==> config.mk <==
export PLATFORM = sky130hd
export DESIGN_NAME = mil_irq_logic
export DESIGN_NICKNAME = d
export VERILOG_FILES = /design/src/hdl/mil_pkg.sv /design/src/hdl/mil_irq_logic.sv
export VERILOG_INCLUDE_DIRS = /design/src /design/src/hdl
export SDC_FILE = /design/constraint.sdc
export NUM_CORES = 1
export LEC_CHECK = 0
export BUFFER_PORTS_ARGS = -buffer_cell sky130_fd_sc_hd__buf_2
export CAP_MARGIN = 10
export CORE_MARGIN = 8
export CORE_UTILIZATION = 55
export DETAILED_ROUTE_END_ITERATION = 12
export HOLD_SLACK_MARGIN = 0.15
export PLACE_DENSITY = 0.86
export SKIP_CTS_REPAIR_TIMING = 1
export SLEW_MARGIN = 20
export SYNTH_ARGS = -nofsm -noshare
export SYNTH_HDL_FRONTEND = slang
export SYNTH_SLANG_ARGS = --single-unit
==> constraint.sdc <==
create_clock -name aclk -period 3.6 [get_ports aclk]
set_input_delay 0.54 -clock aclk [delete_from_list [all_inputs] [get_ports aclk]]
set_output_delay 0.54 -clock aclk [all_outputs]
set_load 0.02 [all_outputs]
==> src/hdl/mil_consts.svh <==
/*
 * Constants of the interrupt request logic: register offsets, bit positions,
 * reset values and timing counts.
 * Assumes inclusion by bare name from the package and the design module.
 */
// Overview of operation
// - Each flag sets on its event regardless of its enable or global enable.
// - Control bit 7 is the global enable; enabled pending flag vectors after the entry latency.
// - Every reset clears the global enable bit.
// - Taking an interrupt clears global enable, pushes return address, loads 0004h.
// - Return-from-interrupt instruction sets the global enable again.
// - Peripheral flags and enables in own registers; control bit 6 gates them all.
// - External events reach the vector after three or four instruction cycles.
// - Latency is independent of one or two cycle instructions in progress.
// - External pin is edge triggered; option bit 6 picks rising when set.
// - Valid pin edge sets control bit 1; control bit 4 enables it.
// - Pin interrupt wakes sleep if enabled; global enable decides the branch.
// - Timer0 rollover FFh to 00h sets control bit 2; bit 5 enables it.
// - Change on port B pins 7:4 sets control bit 0; own enable gates it.
// - Entry saves only the return program counter; no working or status save.
// - Wake by interrupt with global enable set loads vector 0004h.
// - Wake-up leaves flags and enables unchanged except the waking flags.
// - Wake with global enable clear resumes after the sleep instruction.
`ifndef MIL_CONSTS_SVH
`define MIL_CONSTS_SVH

// Register byte offsets on the bus
`define MIL_OFF_CONTROL 4'h0
`define MIL_OFF_OPTION 4'h4
`define MIL_OFF_PFLAG1 4'h8
`define MIL_OFF_PFLAG2 4'hC
`define MIL_ADDR_W 4

// Control and option register bit positions
`define MIL_B_GIE 7
`define MIL_B_PEIE 6
`define MIL_B_TIMER0_OVERFLOW_ENABLE 5
`define MIL_B_EXIE 4
`define MIL_B_PCIE 3
`define MIL_B_TIMER0_OVERFLOW_FLAG 2
`define MIL_B_EXIF 1
`define MIL_B_PCIF 0
`define MIL_B_EDGE 6

// Reset values
`define MIL_RST_CONTROL 8'h00
`define MIL_RST_OPTION 8'hFF
`define MIL_RST_PENABLE 8'h00

// Vector and timing
`define MIL_VECTOR 13'h0004
`define MIL_CLK_NS 10
`define MIL_ICYC_NS 200
`define MIL_ICYC_CLKS (`MIL_ICYC_NS / `MIL_CLK_NS)
`define MIL_LAT_ICYC 4

`endif

==> src/hdl/mil_pkg.sv <==
/*
 * Types of the interrupt request logic.
 * Assumes the constants header is on the include path.
 */
`include "mil_consts.svh"
package mil_pkg;
  typedef enum logic [1:0] {MIL_RUN, MIL_SYNC, MIL_ENTRY} mil_state_e;
  // Core-facing vector request
  typedef struct packed {
    logic take;
    logic [12:0] vector;
    logic push;
  } mil_vec_s;
endpackage : mil_pkg

==> src/hdl/mil_irq_logic.sv <==
/*
 * Interrupt request logic of a small 8-bit controller with an AXI4-Lite
 * register port for the control, option and peripheral registers.
 * Assumes inputs synchronous to aclk except the pin and port lines, and a
 * core that pushes the return address when asked and reports its state.
 */
`timescale 1ns/1ps
`include "mil_consts.svh"
module mil_irq_logic #(
  parameter int NPERIPH = 8,
  parameter int ICYC_CLKS = `MIL_ICYC_CLKS
) (
  // Clock and reset
  input wire logic aclk,
  input wire logic aresetn,
  // AXI4-Lite write address and data
  input wire logic [`MIL_ADDR_W-1:0] s_axi_awaddr,
  input wire logic s_axi_awvalid,
  output logic s_axi_awready,
  input wire logic [31:0] s_axi_wdata,
  input wire logic [3:0] s_axi_wstrb,
  input wire logic s_axi_wvalid,
  output logic s_axi_wready,
  output logic [1:0] s_axi_bresp,
  output logic s_axi_bvalid,
  input wire logic s_axi_bready,
  // AXI4-Lite read
  input wire logic [`MIL_ADDR_W-1:0] s_axi_araddr,
  input wire logic s_axi_arvalid,
  output logic s_axi_arready,
  output logic [31:0] s_axi_rdata,
  output logic [1:0] s_axi_rresp,
  output logic s_axi_rvalid,
  input wire logic s_axi_rready,
  // Interrupt sources
  input wire logic ext_irq_pin,
  input wire logic [3:0] port_b_pins,
  input wire logic timer0_rollover,
  input wire logic [NPERIPH-1:0] periph_event,
  // Core side
  input wire logic return_from_irq_instr,
  input wire logic sleeping,
  output mil_pkg::mil_vec_s core_vec,
  output logic wake
);
  import mil_pkg::*;

  logic [7:0] irq_control;
  logic [7:0] option_reg;
  logic [NPERIPH-1:0] periph_flag_reg1;
  logic [NPERIPH-1:0] periph_enable_reg1;
  logic ext_s1, ext_s2, ext_d;
  logic [3:0] pb_s1, pb_s2, pb_d;
  logic ext_edge, port_change;
  logic any_pending, periph_pending;
  mil_state_e state;
  logic [7:0] lat_cnt;
  logic [1:0] icyc_left;
  logic aw_held, w_held;
  logic [`MIL_ADDR_W-1:0] aw_addr;
  logic [31:0] w_data;
  logic [3:0] w_strb;
  logic wr_fire, wr_ctl, wr_opt, wr_pf, wr_pe;
  logic [7:0] ctl_clr;
  logic take_now;

  // Entry window in clocks, counted from the first cycle spent waiting
  localparam int LAT_MIN = (`MIL_LAT_ICYC - 1) * ICYC_CLKS + 1;
  localparam int LAT_MAX = `MIL_LAT_ICYC * ICYC_CLKS;

  // two-stage synchronisers
  // Reset loads the pin levels, so release never shows a false edge or change
  always_ff @(posedge aclk) begin
    if (!aresetn) begin
      ext_s1 <= ext_irq_pin;
      ext_s2 <= ext_irq_pin;
      ext_d <= ext_irq_pin;
      pb_s1 <= port_b_pins;
      pb_s2 <= port_b_pins;
      pb_d <= port_b_pins;
    end else begin
      ext_s1 <= ext_irq_pin;
      ext_s2 <= ext_s1;
      ext_d <= ext_s2;
      pb_s1 <= port_b_pins;
      pb_s2 <= pb_s1;
      pb_d <= pb_s2;
    end
  end

  assign ext_edge = option_reg[`MIL_B_EDGE] ? (ext_s2 & ~ext_d) : (~ext_s2 & ext_d);
  assign port_change = |(pb_s2 ^ pb_d);

  // Write channel capture; address and data may arrive in either order
  always_ff @(posedge aclk) begin
    if (!aresetn) begin
      aw_held <= 1'b0;
      w_held <= 1'b0;
      aw_addr <= '0;
      w_data <= 32'h0;
      w_strb <= 4'h0;
    end else begin
      if (s_axi_awvalid && s_axi_awready) begin
        aw_held <= 1'b1;
        aw_addr <= s_axi_awaddr;
      end else if (wr_fire) begin
        aw_held <= 1'b0;
      end
      if (s_axi_wvalid && s_axi_wready) begin
        w_held <= 1'b1;
        w_data <= s_axi_wdata;
        w_strb <= s_axi_wstrb;
      end else if (wr_fire) begin
        w_held <= 1'b0;
      end
    end
  end

  assign s_axi_awready = !aw_held && !s_axi_bvalid;
  assign s_axi_wready = !w_held && !s_axi_bvalid;
  assign wr_fire = aw_held && w_held;
  assign wr_ctl = wr_fire && w_strb[0] && aw_addr == `MIL_OFF_CONTROL;
  assign wr_opt = wr_fire && w_strb[0] && aw_addr == `MIL_OFF_OPTION;
  assign wr_pf = wr_fire && w_strb[0] && aw_addr == `MIL_OFF_PFLAG1;
  assign wr_pe = wr_fire && w_strb[0] && aw_addr == `MIL_OFF_PFLAG2;

  // Write response, unmapped offsets answer SLVERR
  always_ff @(posedge aclk) begin
    if (!aresetn) begin
      s_axi_bvalid <= 1'b0;
      s_axi_bresp <= 2'b00;
    end else if (wr_fire) begin
      s_axi_bvalid <= 1'b1;
      s_axi_bresp <= (aw_addr[1:0] != 2'b00) ? 2'b10 : 2'b00;
    end else if (s_axi_bready) begin
      s_axi_bvalid <= 1'b0;
    end
  end

  // Read channel, one cycle answer
  assign s_axi_arready = !s_axi_rvalid;
  always_ff @(posedge aclk) begin
    if (!aresetn) begin
      s_axi_rvalid <= 1'b0;
      s_axi_rdata <= 32'h0;
      s_axi_rresp <= 2'b00;
    end else if (s_axi_arvalid && s_axi_arready) begin
      s_axi_rvalid <= 1'b1;
      s_axi_rresp <= 2'b00;
      unique case (s_axi_araddr)
        `MIL_OFF_CONTROL: s_axi_rdata <= {24'h0, irq_control};
        `MIL_OFF_OPTION: s_axi_rdata <= {24'h0, option_reg};
        `MIL_OFF_PFLAG1: s_axi_rdata <= 32'(periph_flag_reg1);
        `MIL_OFF_PFLAG2: s_axi_rdata <= 32'(periph_enable_reg1);
        default: begin
          s_axi_rdata <= 32'h0;
          s_axi_rresp <= 2'b10;
        end
      endcase
    end else if (s_axi_rready) begin
      s_axi_rvalid <= 1'b0;
    end
  end

  // Option register, edge select lives in bit 6
  always_ff @(posedge aclk) begin
    if (!aresetn) begin
      option_reg <= `MIL_RST_OPTION;
    end else if (wr_opt) begin
      option_reg <= w_data[7:0];
    end
  end

  // Flag bits cleared by writing zero; a set in the same cycle wins
  assign ctl_clr = wr_ctl ? ~w_data[7:0] : 8'h00;
  assign take_now = state == MIL_ENTRY;

  // Control register: enables written by software, flags set by hardware
  always_ff @(posedge aclk) begin
    if (!aresetn) begin
      irq_control <= `MIL_RST_CONTROL;
    end else begin
      if (wr_ctl) begin
        irq_control[7:3] <= w_data[7:3];
      end
      if (take_now) begin
        irq_control[`MIL_B_GIE] <= 1'b0;
      end else if (return_from_irq_instr) begin
        irq_control[`MIL_B_GIE] <= 1'b1;
      end
      irq_control[`MIL_B_EXIF] <= ext_edge | (irq_control[`MIL_B_EXIF] & ~ctl_clr[`MIL_B_EXIF]);
      irq_control[`MIL_B_TIMER0_OVERFLOW_FLAG] <= timer0_rollover | (irq_control[`MIL_B_TIMER0_OVERFLOW_FLAG] & ~ctl_clr[`MIL_B_TIMER0_OVERFLOW_FLAG]);
      irq_control[`MIL_B_PCIF] <= port_change | (irq_control[`MIL_B_PCIF] & ~ctl_clr[`MIL_B_PCIF]);
    end
  end

  genvar gi;
  for (gi = 0; gi < NPERIPH; gi++) begin : g_periph
    always_ff @(posedge aclk) begin
      if (!aresetn) begin
        periph_flag_reg1[gi] <= 1'b0;
        periph_enable_reg1[gi] <= 1'b0;
      end else begin
        periph_flag_reg1[gi] <= periph_event[gi] | (periph_flag_reg1[gi] & ~(wr_pf & ~w_data[gi]));
        if (wr_pe) begin
          periph_enable_reg1[gi] <= w_data[gi];
        end
      end
    end
  end

  assign periph_pending = irq_control[`MIL_B_PEIE] & |(periph_flag_reg1 & periph_enable_reg1);
  assign any_pending = (irq_control[`MIL_B_EXIF] & irq_control[`MIL_B_EXIE])
    | (irq_control[`MIL_B_TIMER0_OVERFLOW_FLAG] & irq_control[`MIL_B_TIMER0_OVERFLOW_ENABLE])
    | (irq_control[`MIL_B_PCIF] & irq_control[`MIL_B_PCIE]) | periph_pending;

  // enabled pending source wakes sleep; no register changes
  assign wake = sleeping & any_pending;

  // Instruction cycle counter; entry aligns to instruction boundaries
  always_ff @(posedge aclk) begin
    if (!aresetn) begin
      lat_cnt <= 8'h0;
    end else if (lat_cnt == 8'(ICYC_CLKS - 1)) begin
      lat_cnt <= 8'h0;
    end else begin
      lat_cnt <= lat_cnt + 8'h1;
    end
  end

  // Vectoring sequence
  // three to four instruction-cycle latency after a pending request
  always_ff @(posedge aclk) begin
    if (!aresetn) begin
      state <= MIL_RUN;
      icyc_left <= 2'h0;
    end else begin
      unique case (state)
        MIL_RUN: begin
          // global enable gates vectoring; also after wake
          if (irq_control[`MIL_B_GIE] && any_pending && !sleeping) begin
            state <= MIL_SYNC;
            icyc_left <= 2'(`MIL_LAT_ICYC - 1);
          end
        end
        MIL_SYNC: begin
          if (lat_cnt == 8'(ICYC_CLKS - 1)) begin
            if (icyc_left == 2'h0) begin
              state <= MIL_ENTRY;
            end else begin
              icyc_left <= icyc_left - 2'h1;
            end
          end
        end
        MIL_ENTRY: state <= MIL_RUN;
      endcase
    end
  end

  // vector and push request; only the return address is saved
  // with global enable clear no vector follows wake
  assign core_vec.take = take_now;
  assign core_vec.push = take_now;
  assign core_vec.vector = `MIL_VECTOR;

  AST_GIE_RESET: assert property (@(posedge aclk) !aresetn |=> !irq_control[`MIL_B_GIE])
    else $error("global enable not cleared by reset");
  AST_ENTRY_CLEARS: assert property (@(posedge aclk) disable iff (!aresetn)
    take_now |=> !irq_control[`MIL_B_GIE])
    else $error("global enable left set after entry");
  AST_TAKE_PULSE: assert property (@(posedge aclk) disable iff (!aresetn)
    take_now |=> !take_now)
    else $error("entry request longer than one cycle");
  AST_RETURN_SETS: assert property (@(posedge aclk) disable iff (!aresetn)
    return_from_irq_instr && !take_now |=> irq_control[`MIL_B_GIE])
    else $error("return did not re-enable");
  // enable rises only by return or write
  AST_GIE_SOURCE: assert property (@(posedge aclk) disable iff (!aresetn)
    $rose(irq_control[`MIL_B_GIE]) |-> $past(return_from_irq_instr) || $past(wr_ctl))
    else $error("global enable set without return or write");
  AST_EXT_FLAG: assert property (@(posedge aclk) disable iff (!aresetn)
    ext_edge |=> irq_control[`MIL_B_EXIF])
    else $error("pin edge did not set flag");
  AST_EXT_ONCE: assert property (@(posedge aclk) disable iff (!aresetn)
    ext_edge && !wr_opt |=> !ext_edge)
    else $error("pin edge seen twice");
  AST_T0_FLAG: assert property (@(posedge aclk) disable iff (!aresetn)
    timer0_rollover |=> irq_control[`MIL_B_TIMER0_OVERFLOW_FLAG])
    else $error("timer rollover did not set flag");
  AST_PC_FLAG: assert property (@(posedge aclk) disable iff (!aresetn)
    $changed(pb_s2) && $past(aresetn) |=> irq_control[`MIL_B_PCIF])
    else $error("port change did not set flag");
  AST_PERIPH_FLAG: assert property (@(posedge aclk) disable iff (!aresetn)
    |periph_event |=> (periph_flag_reg1 & $past(periph_event)) == $past(periph_event))
    else $error("peripheral event did not set flag");
  AST_NO_TAKE_DISABLED: assert property (@(posedge aclk) disable iff (!aresetn)
    state == MIL_RUN && !irq_control[`MIL_B_GIE] |=> state == MIL_RUN)
    else $error("vectoring while globally disabled");
  AST_GIE_STARTS: assert property (@(posedge aclk) disable iff (!aresetn)
    state == MIL_RUN && irq_control[`MIL_B_GIE] && any_pending && !sleeping |=> state == MIL_SYNC)
    else $error("enabled request did not start entry");
  AST_VECTOR: assert property (@(posedge aclk) disable iff (!aresetn)
    core_vec.take |-> core_vec.vector == 13'h0004 && core_vec.push)
    else $error("wrong vector on entry");
  AST_WAKE: assert property (@(posedge aclk) disable iff (!aresetn)
    sleeping && irq_control[`MIL_B_EXIF] && irq_control[`MIL_B_EXIE] |-> wake)
    else $error("enabled pin flag failed to wake");
  AST_NO_TAKE_ASLEEP: assert property (@(posedge aclk) disable iff (!aresetn)
    state == MIL_RUN && sleeping |=> state == MIL_RUN)
    else $error("entry started during sleep");
  AST_SLEEP_KEEPS: assert property (@(posedge aclk) disable iff (!aresetn)
    sleeping && !wr_ctl && !take_now && !return_from_irq_instr |=> $stable(irq_control[`MIL_B_GIE:`MIL_B_PCIE]))
    else $error("enables changed during sleep");
  AST_LATENCY: assert property (@(posedge aclk) disable iff (!aresetn)
    state == MIL_RUN && $past(state) == MIL_RUN ##1 state == MIL_SYNC
      |-> ##[LAT_MIN:LAT_MAX] state == MIL_ENTRY)
    else $error("entry latency out of range");
endmodule : mil_irq_logic

# Yosys cells after proc, flatten, opt, wreduce, memory -nomap -nowiden
# Cells that the tools add are included.
[op_classes] n_eq_ne=13 add_sub_neg=2 reduce_logical=36 n_bitwise=65 muxes=26
[ops] operator="$pmux 8 s4" n=1
[ops] operator="$and 1x1->1" n=26
[ops] operator="$not 1->1" n=22
[ops] operator="$eq 4x4->1 const B" n=4
[ops] operator="$mux 2" n=8
[ops] operator="$or 1x1->1" n=14
[ops] operator="$reduce_bool 2->1" n=7
[ops] operator="$logic_and 1x1->1" n=13
[ops] operator="$mux 1" n=11
[ops] operator="$add 8x1->8 const B" n=1
[ops] operator="$and 8x8->8" n=1
[ops] operator="$eq 4x3->1 const B" n=2
[ops] operator="$eq 8x5->1 const B" n=1
[ops] operator="$logic_not 4->1" n=2
[ops] operator="$mux 4" n=2
[ops] operator="$ne 2x2->1 const B" n=4
[ops] operator="$reduce_or 4->1" n=2
[ops] operator="$reduce_or 8->1" n=1
[ops] operator="$pmux 2 s3" n=1
[ops] operator="$logic_not 1->1" n=5
[ops] operator="$mux 5" n=1
[ops] operator="$logic_not 2->1" n=2
[ops] operator="$pmux 2 s2" n=1
[ops] operator="$reduce_and 4->1" n=1
[ops] operator="other kinds (8)" n=9
[word_totals] elab_cells=181 register_bits=112

# Logic depth before layout (Yosys ltp)
# Gate-level depths: netlist (run 1).
[depth] depth_word=8 ltp_mapped=7 mapped_depth_nobuf=6

# Worst setup path after synthesis (run 1)
# No wires, ideal clock.
[synth_path] path_kind="reg-to-reg" start="register lat_cnt[3]" end="register icyc_left[1]" slack_ns=1.759 arrival_time_ns=1.723 synth_period_minus_slack_ns=1.841 setup_time_ns=0.119 n_path_buf=0 stages_incl_launch_ff=6 cell_sequence="dfxtp_1 or4b_1 or3_4 nor3b_4 nand2_1 o221a_2"
[synth_between] elab_chain_cells=3
[synth_rtl] element="start: declaration" line="mil_irq_logic.sv:57" text="logic [7:0] lat_cnt;"
[synth_rtl] element="start signal: assignment" line="mil_irq_logic.sv:227" text="lat_cnt <= lat_cnt + 8'h1;"
[synth_rtl] element="$eq 8x5->1" line="mil_irq_logic.sv:247" text="if (lat_cnt == 8'(ICYC_CLKS - 1)) begin"
[synth_rtl] element="$ne 2x2->1 (no line)"
[synth_rtl] element="$reduce_and 4->1 (no line)"
[synth_rtl] element="end signal: assignment" line="mil_irq_logic.sv:243" text="icyc_left <= 2'(`MIL_LAT_ICYC - 1);"
[synth_rtl] element="end signal: assignment" line="mil_irq_logic.sv:251" text="icyc_left <= icyc_left - 2'h1;"
[synth_rtl] element="end: declaration" line="mil_irq_logic.sv:58" text="logic [1:0] icyc_left;"
# No other way between the ends.
# A chain may end at the register's enable or synchronous reset.

# Worst setup path in the final report (run 1)
[layout_path] start="register w_held" end="register periph_enable_reg1[5]"
[layout_between] elab_chain_cells=3
[layout_rtl] element="start: declaration" line="mil_irq_logic.sv:59" text="logic aw_held, w_held;"
[layout_rtl] element="start signal: assignment" line="mil_irq_logic.sv:98" text="w_held <= 1'b0;"
[layout_rtl] element="start signal: assignment" line="mil_irq_logic.sv:110" text="w_held <= 1'b1;"
[layout_rtl] element="start signal: assignment" line="mil_irq_logic.sv:114" text="w_held <= 1'b0;"
[layout_rtl] element="$logic_and 1x1->1" line="mil_irq_logic.sv:121" text="assign wr_fire = aw_held && w_held;"
[layout_rtl] element="$logic_and 1x1->1" line="mil_irq_logic.sv:125" text="assign wr_pe = wr_fire && w_strb[0] && aw_addr == `MIL_OFF_PFLAG2;"
[layout_rtl] element="$logic_and 1x1->1 (no line)"
[layout_rtl] element="end signal: indexed assignment" line="mil_irq_logic.sv:206" text="periph_enable_reg1[gi] <= w_data[gi];"
[layout_rtl] element="end: declaration" line="mil_irq_logic.sv:51" text="logic [NPERIPH-1:0] periph_enable_reg1;"
# No other way between the ends.

==> results of run 1 <==
[Yosys cell counts (4+ instances only)]
cell type | count | area, um2
nand2b_1 | 11 | 68.8
nor2b_1 | 25 | 156
clkbuf_1 | 16 | 60.1
xor2_1 | 6 | 52.6
a21oi_1 | 5 | 25.0
dfxtp_1 | 86 | 1720
nand2_1 | 72 | 270
a22oi_1 | 12 | 90.1
mux4_2 | 8 | 180
nand3_1 | 11 | 55.1
mux2i_1 | 14 | 140
a21boi_0 | 16 | 120
o21ai_0 | 5 | 25.0
o21a_1 | 19 | 143
nor2_1 | 8 | 30.0
inv_1 | 7 | 26.3
ha_1 | 5 | 62.6
buf_4 | 41 | 308
and2_1 | 4 | 25.0
[worst reg2reg max path, cell delays in order (launching register included)]
cell and delay, ns:
dfxtp_1 0.42, nor4bb_1 0.73, nand4_1 0.71, mux2i_1 0.40
nor2b_1 0.08
[through the flow]
stage | cells | hold WS, ns
final | 554 | 0.290
after global routing | 554 | 0.274
after CTS | 554 | 0.276
after detailed placement | 538 | 0.417
after global placement | 538 | 0.405
after floorplan | 442 | 0.403
[logic make-up after synthesis]
kind of cell	after synthesis	synth area share (%)
other cells	2	0.196
mux	22	8.34
flops	86	44.8
buf+inv	65	10.4
xor+xnor	9	2.05
fa+ha+maj	5	1.63
simple gates	151	20.0
compound gates	65	12.5
[path summary, 6_finish.rpt]
check	slack, ns	from	endpoint	cells after the start
min reg2reg	0.43	pb_s1[3]	pb_s2[3]	2
min	0.29	port_b_pins[1]	pb_s1[1]	1
max reg2reg	1.17	w_held	periph_enable_reg1[5]	4
max	1.17	w_held	periph_enable_reg1[5]	4
[per-layer routing]
| metal | vias to the layer above | part of all wire, % | global-route usage [%] |
|---|---|---|---|
| li1 | 1386 | - | - |
| met1 | 1289 | 44 | 19.4 |
| met2 | 105 | 46 | 26.1 |
| met3 | 11 | 8.2 | 5.38 |
| met4 | 0 | 1.6 | 6.75 |
| met5 | - | 0 | 0 |
[power by group]
group	switching (W)	internal (W)
Sequential	0.0000391	0.000998
Clock	0.000344	0.000248
Combinational	0.000131	0.0000935
[layout make-up]
| type | count | area, um2 |
|---|---|---|
| Sequential cell | 86 | 1720 |
| Inverter | 7 | 26.3 |
| Fill cell | 620 | 2610 |
| Timing Repair Buffer | 58 | 293 |
| Clock buffer | 10 | 128 |
| Clock inverter | 6 | 38.8 |
| Tap cell | 96 | 120 |
| Multi-Input combinational cell | 291 | 1860 |
==> flow_summary.toml, run 1 <==
[die]
die_height_um = 99.6
core_um2 = 6790
rows = 30
die_x_um = 99.6
boundaryPins = 124
start_util_pct = 56.5
dieArea_um2 = 9910

[drt]
antenna_left = 0
drc = 0
initialDrtViolationCount = 204
num_vias = 2791
drt_pass1_iterations = 4
wl_per_cell_um = 14.4
routed_via_density = 5.04
totalWireLength_mm = 7.97

[placement]
gp_congestion = 0.810
place_ws_ns = 1.23
io_buffers = 57
dp.final_hpwl_mm = 5.93
place_area_um2 = 4020

[global_routing]
grt_pass1_wl_mm = 13.0
grt_pass1_vias = 2758
overflow = 0
antenna_found_initial = 0
gr-usage-all-layers_pct = 16.2
grt_max_degree = 60

[cells_and_area]
final_cell_mix = "86 x dfxtp_1, 72 x nand2_1, 57 x buf_2"
fin_area_um2 = 4190
layout-drive-gt1-share_pct = 19.4
final_common_cell = "dfxtp_1"
syn2layout_area_growth_pct = 9.03
final_util_pct = 61.6
nets = 525
num_antenna_cells = 0

[power_and_ir_drop]
p_leak_nw = 1.85
powerDensity_nw_per_um2 = 443
peakVddDrop_mv = 0.314
power_w = 0.00185

[clocking]
clock_latency_ns = 0.36
cts.sinks = 86
numCtsBuffers = 9
cts.clk_slew.worst_paths_ns = 0.09
cts_tree = "yes"
clock-root-buffer = "clkbuf_8"
htreeDepth = 3
clockBufferDepth = 2

[setup_path]
critPathCaptureType = "flop"
start_kind = "flop"
slowest_stage = "nor4bb_1"
critical_path_arrival_ns = 2.69
cp_top_family = "simple AND/OR/NAND/NOR gates"
crit_chain = "nor4bb_1 > nand4_1 > mux2i_1 > nor2b_1"
crit_buf_inv = 0
slowest_delay_ns = 0.73
required_ns = 3.86
crit_type = "flop to flop"
path_max_fanout = 8

[synthesis]
synth_ff_type = "dfxtp_1"
synthCells = 405
syn_area_um2 = 3840
async_reset_ff_share_pct = 0
syn_area_per_cell_um2 = 9.48
yosys_warnings = 0
synth_edf_count = 0
ys_ff_latch = 86
yosysSeqAreaShare_pct = 44.8
synth_cell_types = 43

[sta]
timing.fmax_ghz = 0.411
tns_ns = 0
setup_violations = 0
clock_skew_ns = 0.0122
slew_headroom_pct = 34.8
tightestPinTransition_ns = 0.971
rsz0062_at_grt = "false"
setup_slack_ns = 1.17
hold_viol = 0
drv_slew = 0
period_needed_ns = 2.43
period_share_pct = 67.6

[hold_path]
worstHoldPathType = "input pin to flop"

[job]
drv_cap = 0

[run_status]
status = "complete, no violations"
No activity file was read; power rests on OpenSTA's default activity.
==> run 2, diff against run 1 <==
ABC_AREA = 1   (was default)
CORE_UTILIZATION = 46   (was 55)
PLACE_DENSITY = 0.76   (was 0.86)
clock period = 2.01 ns   (was 3.6 ns; I/O delays follow)
==> run 2 against run 1 <==
Against the previous run:
- final cell count rose by 23%
- final area increased by 4.5%
- clock skew fell by 0.0020 ns
- flip-flop and latch count is the same
- combinational power rose to 2.5 times the previous value
- via count increased by 17%
- wire length grew 6.8%
==> flow_summary.toml, run 2 <==
[run_status]
status = "complete, no violations"

[die]
core_um2 = 8130
rows = 33
dieArea_um2 = 11500
boundaryPins = 124
start_util_pct = 47.0
die_x_um = 107
die_height_um = 107

[sta]
period_needed_ns = 1.77
drv_slew = 0
clock_skew_ns = 0.0102
period_share_pct = 88.2
timing.fmax_ghz = 0.564
tns_ns = 0
rsz0062_at_grt = "false"
hold_viol = 0
setup_violations = 0

[synthesis]
async_reset_ff_share_pct = 0
ys_ff_latch = 86
yosysMostFrequentCell = "nand2_1"
synth_ff_type = "dfxtp_1"
synth_common_cells = "112 x nand2_1, 86 x dfxtp_1, 55 x inv_1"
synth.largest_area_cell = "dfxtp_1"
yosys_warnings = 0
syn_area_per_cell_um2 = 7.48
synth_cell_types = 37
yosys-top-cells-area = "dfxtp_1 45%, nand2_1 11%, buf_4 8.3%"
synth_edf_count = 0
yosysSeqAreaShare_pct = 45.1
synth_top_area_share_pct = 45.1
synthCells = 511
syn_area_um2 = 3820

[hold_path]
worstHoldPathType = "input pin to flop"
hold_start = "periph_event[5]"

[setup_path]
crit_type = "flop to output port"
path_max_fanout = 3
timing.rr.start = "state[1]"
start_kind = "flop"
crit_path_start = "periph_flag_reg1[4]"
required_ns = 1.71
critPathCaptureType = "output port"
critical_path_arrival_ns = 1.47

[drt]
totalWireLength_mm = 8.51
wl_met2_mm = 4.06
antenna_left = 0
drt_pass1_iterations = 4
wl_met1_mm = 3.58
wl_per_cell_um = 12.5
drc = 0
wl_met3_um = 768
initialDrtViolationCount = 178
routed_via_density = 4.78
routed.top_layer = "met4"
num_vias = 3261

[placement]
dp.final_hpwl_mm = 6.39
gp_congestion = 0.847
placedCellCount = 661
place_area_um2 = 4040
io_buffers = 57

[global_routing]
antenna_found_initial = 0
grt_pass1_vias = 3150
grt_pass1_wl_mm = 14.0
gr-usage-all-layers_pct = 15.1
grt_max_degree = 50
overflow = 0

[cells_and_area]
final_common_cell = "nand2_1"
syn2layout_area_growth_pct = 14.5
layout-drive-gt1-share_pct = 15.4
num_antenna_cells = 0
final_cell_mix = "112 x nand2_1, 86 x dfxtp_1, 57 x buf_2"
fin_area_um2 = 4380
nets = 644
final_cells = 682

[power_and_ir_drop]
power_w = 0.00413
peakVddDrop_mv = 0.452
p_leak_nw = 2.11
powerDensity_nw_per_um2 = 943

[clocking]
clock_latency_ns = 0.35
cts_tree = "yes"
cts.clk_slew.worst_paths_ns = 0.08
htreeDepth = 3
numCtsBuffers = 9
cts.sinks = 86
clockBufferDepth = 2
clock-root-buffer = "clkbuf_8"

[job]
drv_cap = 0
run 2: path summary, 6_finish.rpt:
path,endpoint,slack (ns),cells after the start
min reg2reg,pb_s2[3],0.43,2
min,periph_flag_reg1[5],0.19,3
max,wake,0.24,7
max reg2reg,icyc_left[0],0.48,9
run 2: layer usage:
layer / vias to the layer above / GRT usage [%]
li1: 1669 / -
met1: 1482 / 17.4
met2: 101 / 26.0
met3: 9 / 3.72
met4: 0 / 6.43
met5: - / 0
run 2: report_power, final:
group / leakage [nW] / total (W) / internal, W / switching [W]
Combinational: 1.27 / 0.000564 / 0.000182 / 0.000382
Clock: 0.137 / 0.00168 / 0.00108 / 0.000602
Sequential: 0.709 / 0.00188 / 0.00181 / 0.0000737
run 2: worst max-delay path, cell delays in order (launching register included):
cell      delay, ns
dfxtp_1        0.37
nand2_1        0.07
nand2_1        0.07
nor2_1         0.05
nand2_1        0.08
nand2_1        0.07
a21boi_0       0.21
buf_2          0.21
run 2: final cells by class:
cell class                      count  area, um2
Fill cell                         793       3760
Sequential cell                    86       1720
Multi-Input combinational cell    350       1650
Timing Repair Buffer               66        365
Inverter                           59        221
Clock inverter                      6        158
Tap cell                          105        131
Clock buffer                       10        128
run 2: cells by family (layout without fill, tap and decap cells):
family                     after synthesis  count (layout)  share of synthesized area [%]
other                                    2              39                          0.197
AOI/OAI and AO/OA                       99              99                           14.0
and+or+nand+nor                        202             202                           22.6
DFF                                     86              86                           45.1
adders and majority gates                5               5                           1.64
xor gates and xnor gates                 5               5                           1.15
buffers and inverters                  112             141                           15.4
run 2: per-stage QoR:
step           hold WS, ns  util, %  worst slack, ns
2_1_floorplan        0.329        -            0.624
3_5_place_dp         0.412     49.7            0.485
6_report             0.187     53.8            0.237
4_1_cts             0.0477     53.2            0.184
3_3_place_gp         0.406     49.7            0.500
5_1_grt              0.177     53.8            0.123
==> run 3, diff against run 2 <==
GPL_TIMING_DRIVEN = 0   (was default)
==> run 3 against run 2 <==
Against the previous run:
- final area is 6.8% higher
- utilization rose by 3.7 points
- die area stayed put
- maximum frequency is 0.55% higher
- final cell count is 7.2% higher
- worst setup slack improved by 0.0098 ns
- global-route usage is 0.65 points higher
- wire length grew 4.9%
==> flow_summary.toml, run 3 (synthesized netlist as in run 2, its figures left out) <==
[run_status]
status = "complete, no violations"

[clocking]
clock-root-buffer = "clkbuf_8"
cts.sinks = 86
clockBufferDepth = 2
cts_tree = "yes"
clock_latency_ns = 0.35
numCtsBuffers = 9
cts.clk_slew.worst_paths_ns = 0.08
htreeDepth = 3

[sta]
tns_ns = 0
clock_skew_ns = 0.00899
timing.fmax_ghz = 0.567
tightestPinTransition_ns = 0.551
drv_slew = 0
hold_viol = 0
period_needed_ns = 1.76
setup_violations = 0
rsz0062_at_grt = "false"
slew_headroom_pct = 63.3
period_share_pct = 87.7

[cells_and_area]
syn2layout_area_growth_pct = 22.3
final_common_cell = "nand2_1"
num_antenna_cells = 0
nets = 693
final_util_pct = 57.5
layout-drive-gt1-share_pct = 20.6
final_cell_mix = "112 x nand2_1, 86 x dfxtp_1, 58 x buf_2"

[setup_path]
path_max_fanout = 3
start_kind = "flop"
critPathCaptureType = "output port"
required_ns = 1.71
critical_path_arrival_ns = 1.46
crit_type = "flop to output port"

[placement]
io_buffers = 57
dp.final_hpwl_mm = 6.85
gp_congestion = 0.883

[global_routing]
grt_pass1_wl_mm = 14.7
gr-usage-all-layers_pct = 15.7
overflow = 0
grt_max_degree = 15
grt_pass1_vias = 3275
antenna_found_initial = 0

[drt]
initialDrtViolationCount = 175
routed_via_density = 4.61
antenna_left = 0
wl_per_cell_um = 12.2
drt_pass1_iterations = 4
num_vias = 3368
totalWireLength_mm = 8.93
drc = 0

[hold_path]
worstHoldPathType = "input pin to flop"

[power_and_ir_drop]
p_leak_nw = 2.32
powerDensity_nw_per_um2 = 854
peakVddDrop_mv = 0.495

[die]
core_um2 = 8130
boundaryPins = 124
die_height_um = 107
dieArea_um2 = 11500
start_util_pct = 47.0
die_x_um = 107
rows = 33

[job]
drv_cap = 0
[run 3: cell count changes in the layout (fill, tap and decap cells not counted), sizes merged]
cell	delta
clkbuf	+8
clkinv	+1
bufinv	-2
buf	+42
[run 3: layout make-up]
| type | instances | area [um2] |
|---|---|---|
| repair buffers | 62 | 335 |
| clock inverters | 5 | 106 |
| fillers | 789 | 3460 |
| clock buffers | 11 | 141 |
| flip-flops and latches | 86 | 1720 |
| inverters | 59 | 221 |
| multi-input cells | 350 | 1650 |
| well taps | 105 | 131 |
| plain buffers | 53 | 365 |
[run 3: final timing paths]
path	from	endpoint	slack, ns	cells past startpoint
max	periph_flag_reg1[4]	wake	0.25	7
min	periph_event[0]	periph_flag_reg1[0]	0.18	3
max reg2reg	state[1]	icyc_left[1]	0.50	9
min reg2reg	pb_s1[0]	pb_s2[0]	0.43	2
[run 3: worst max-delay path, cell delays in order (launching register included)]
cell and delay, ns:
dfxtp_1 0.36, nand2_1 0.07, nand2_1 0.08, nor2_1 0.05, nand2_1 0.07, nand2_1 0.07
a21boi_0 0.21, buf_2 0.21
[run 3: where the power goes]
part	switching (W)	total, W	internal (W)	leakage, nW
clock network	0.000602	0.00146	0.000862	0.120
logic	0.000395	0.000641	0.000246	1.50
registers	0.0000767	0.00189	0.00181	0.709
total	0.00107	0.00399	0.00292	2.32
[run 3: stage by stage]
step | setup WS (ns) | std cells | power, W | hold WS [ns] | cell area [um2]
CTS | 0.194 | 726 | 0.00402 | 0.0465 | 4620
finish | 0.246 | 731 | 0.00399 | 0.181 | 4670
global route | 0.127 | 731 | 0.00419 | 0.189 | 4670
floorplan | 0.624 | 548 | 0.00238 | 0.329 | 3960
detailed placement | 0.449 | 710 | 0.00255 | 0.411 | 4380
global placement | 0.451 | 710 | 0.00253 | 0.406 | 4380
[run 3: per-layer routing]
layer  GRT usage [%]  wire (um)  up-vias
li1                -          -     1769
met1            18.1       3770     1472
met2            27.0       4150      116
met3            4.98        877       11
met4            5.23        129        0
met5               0          0        -
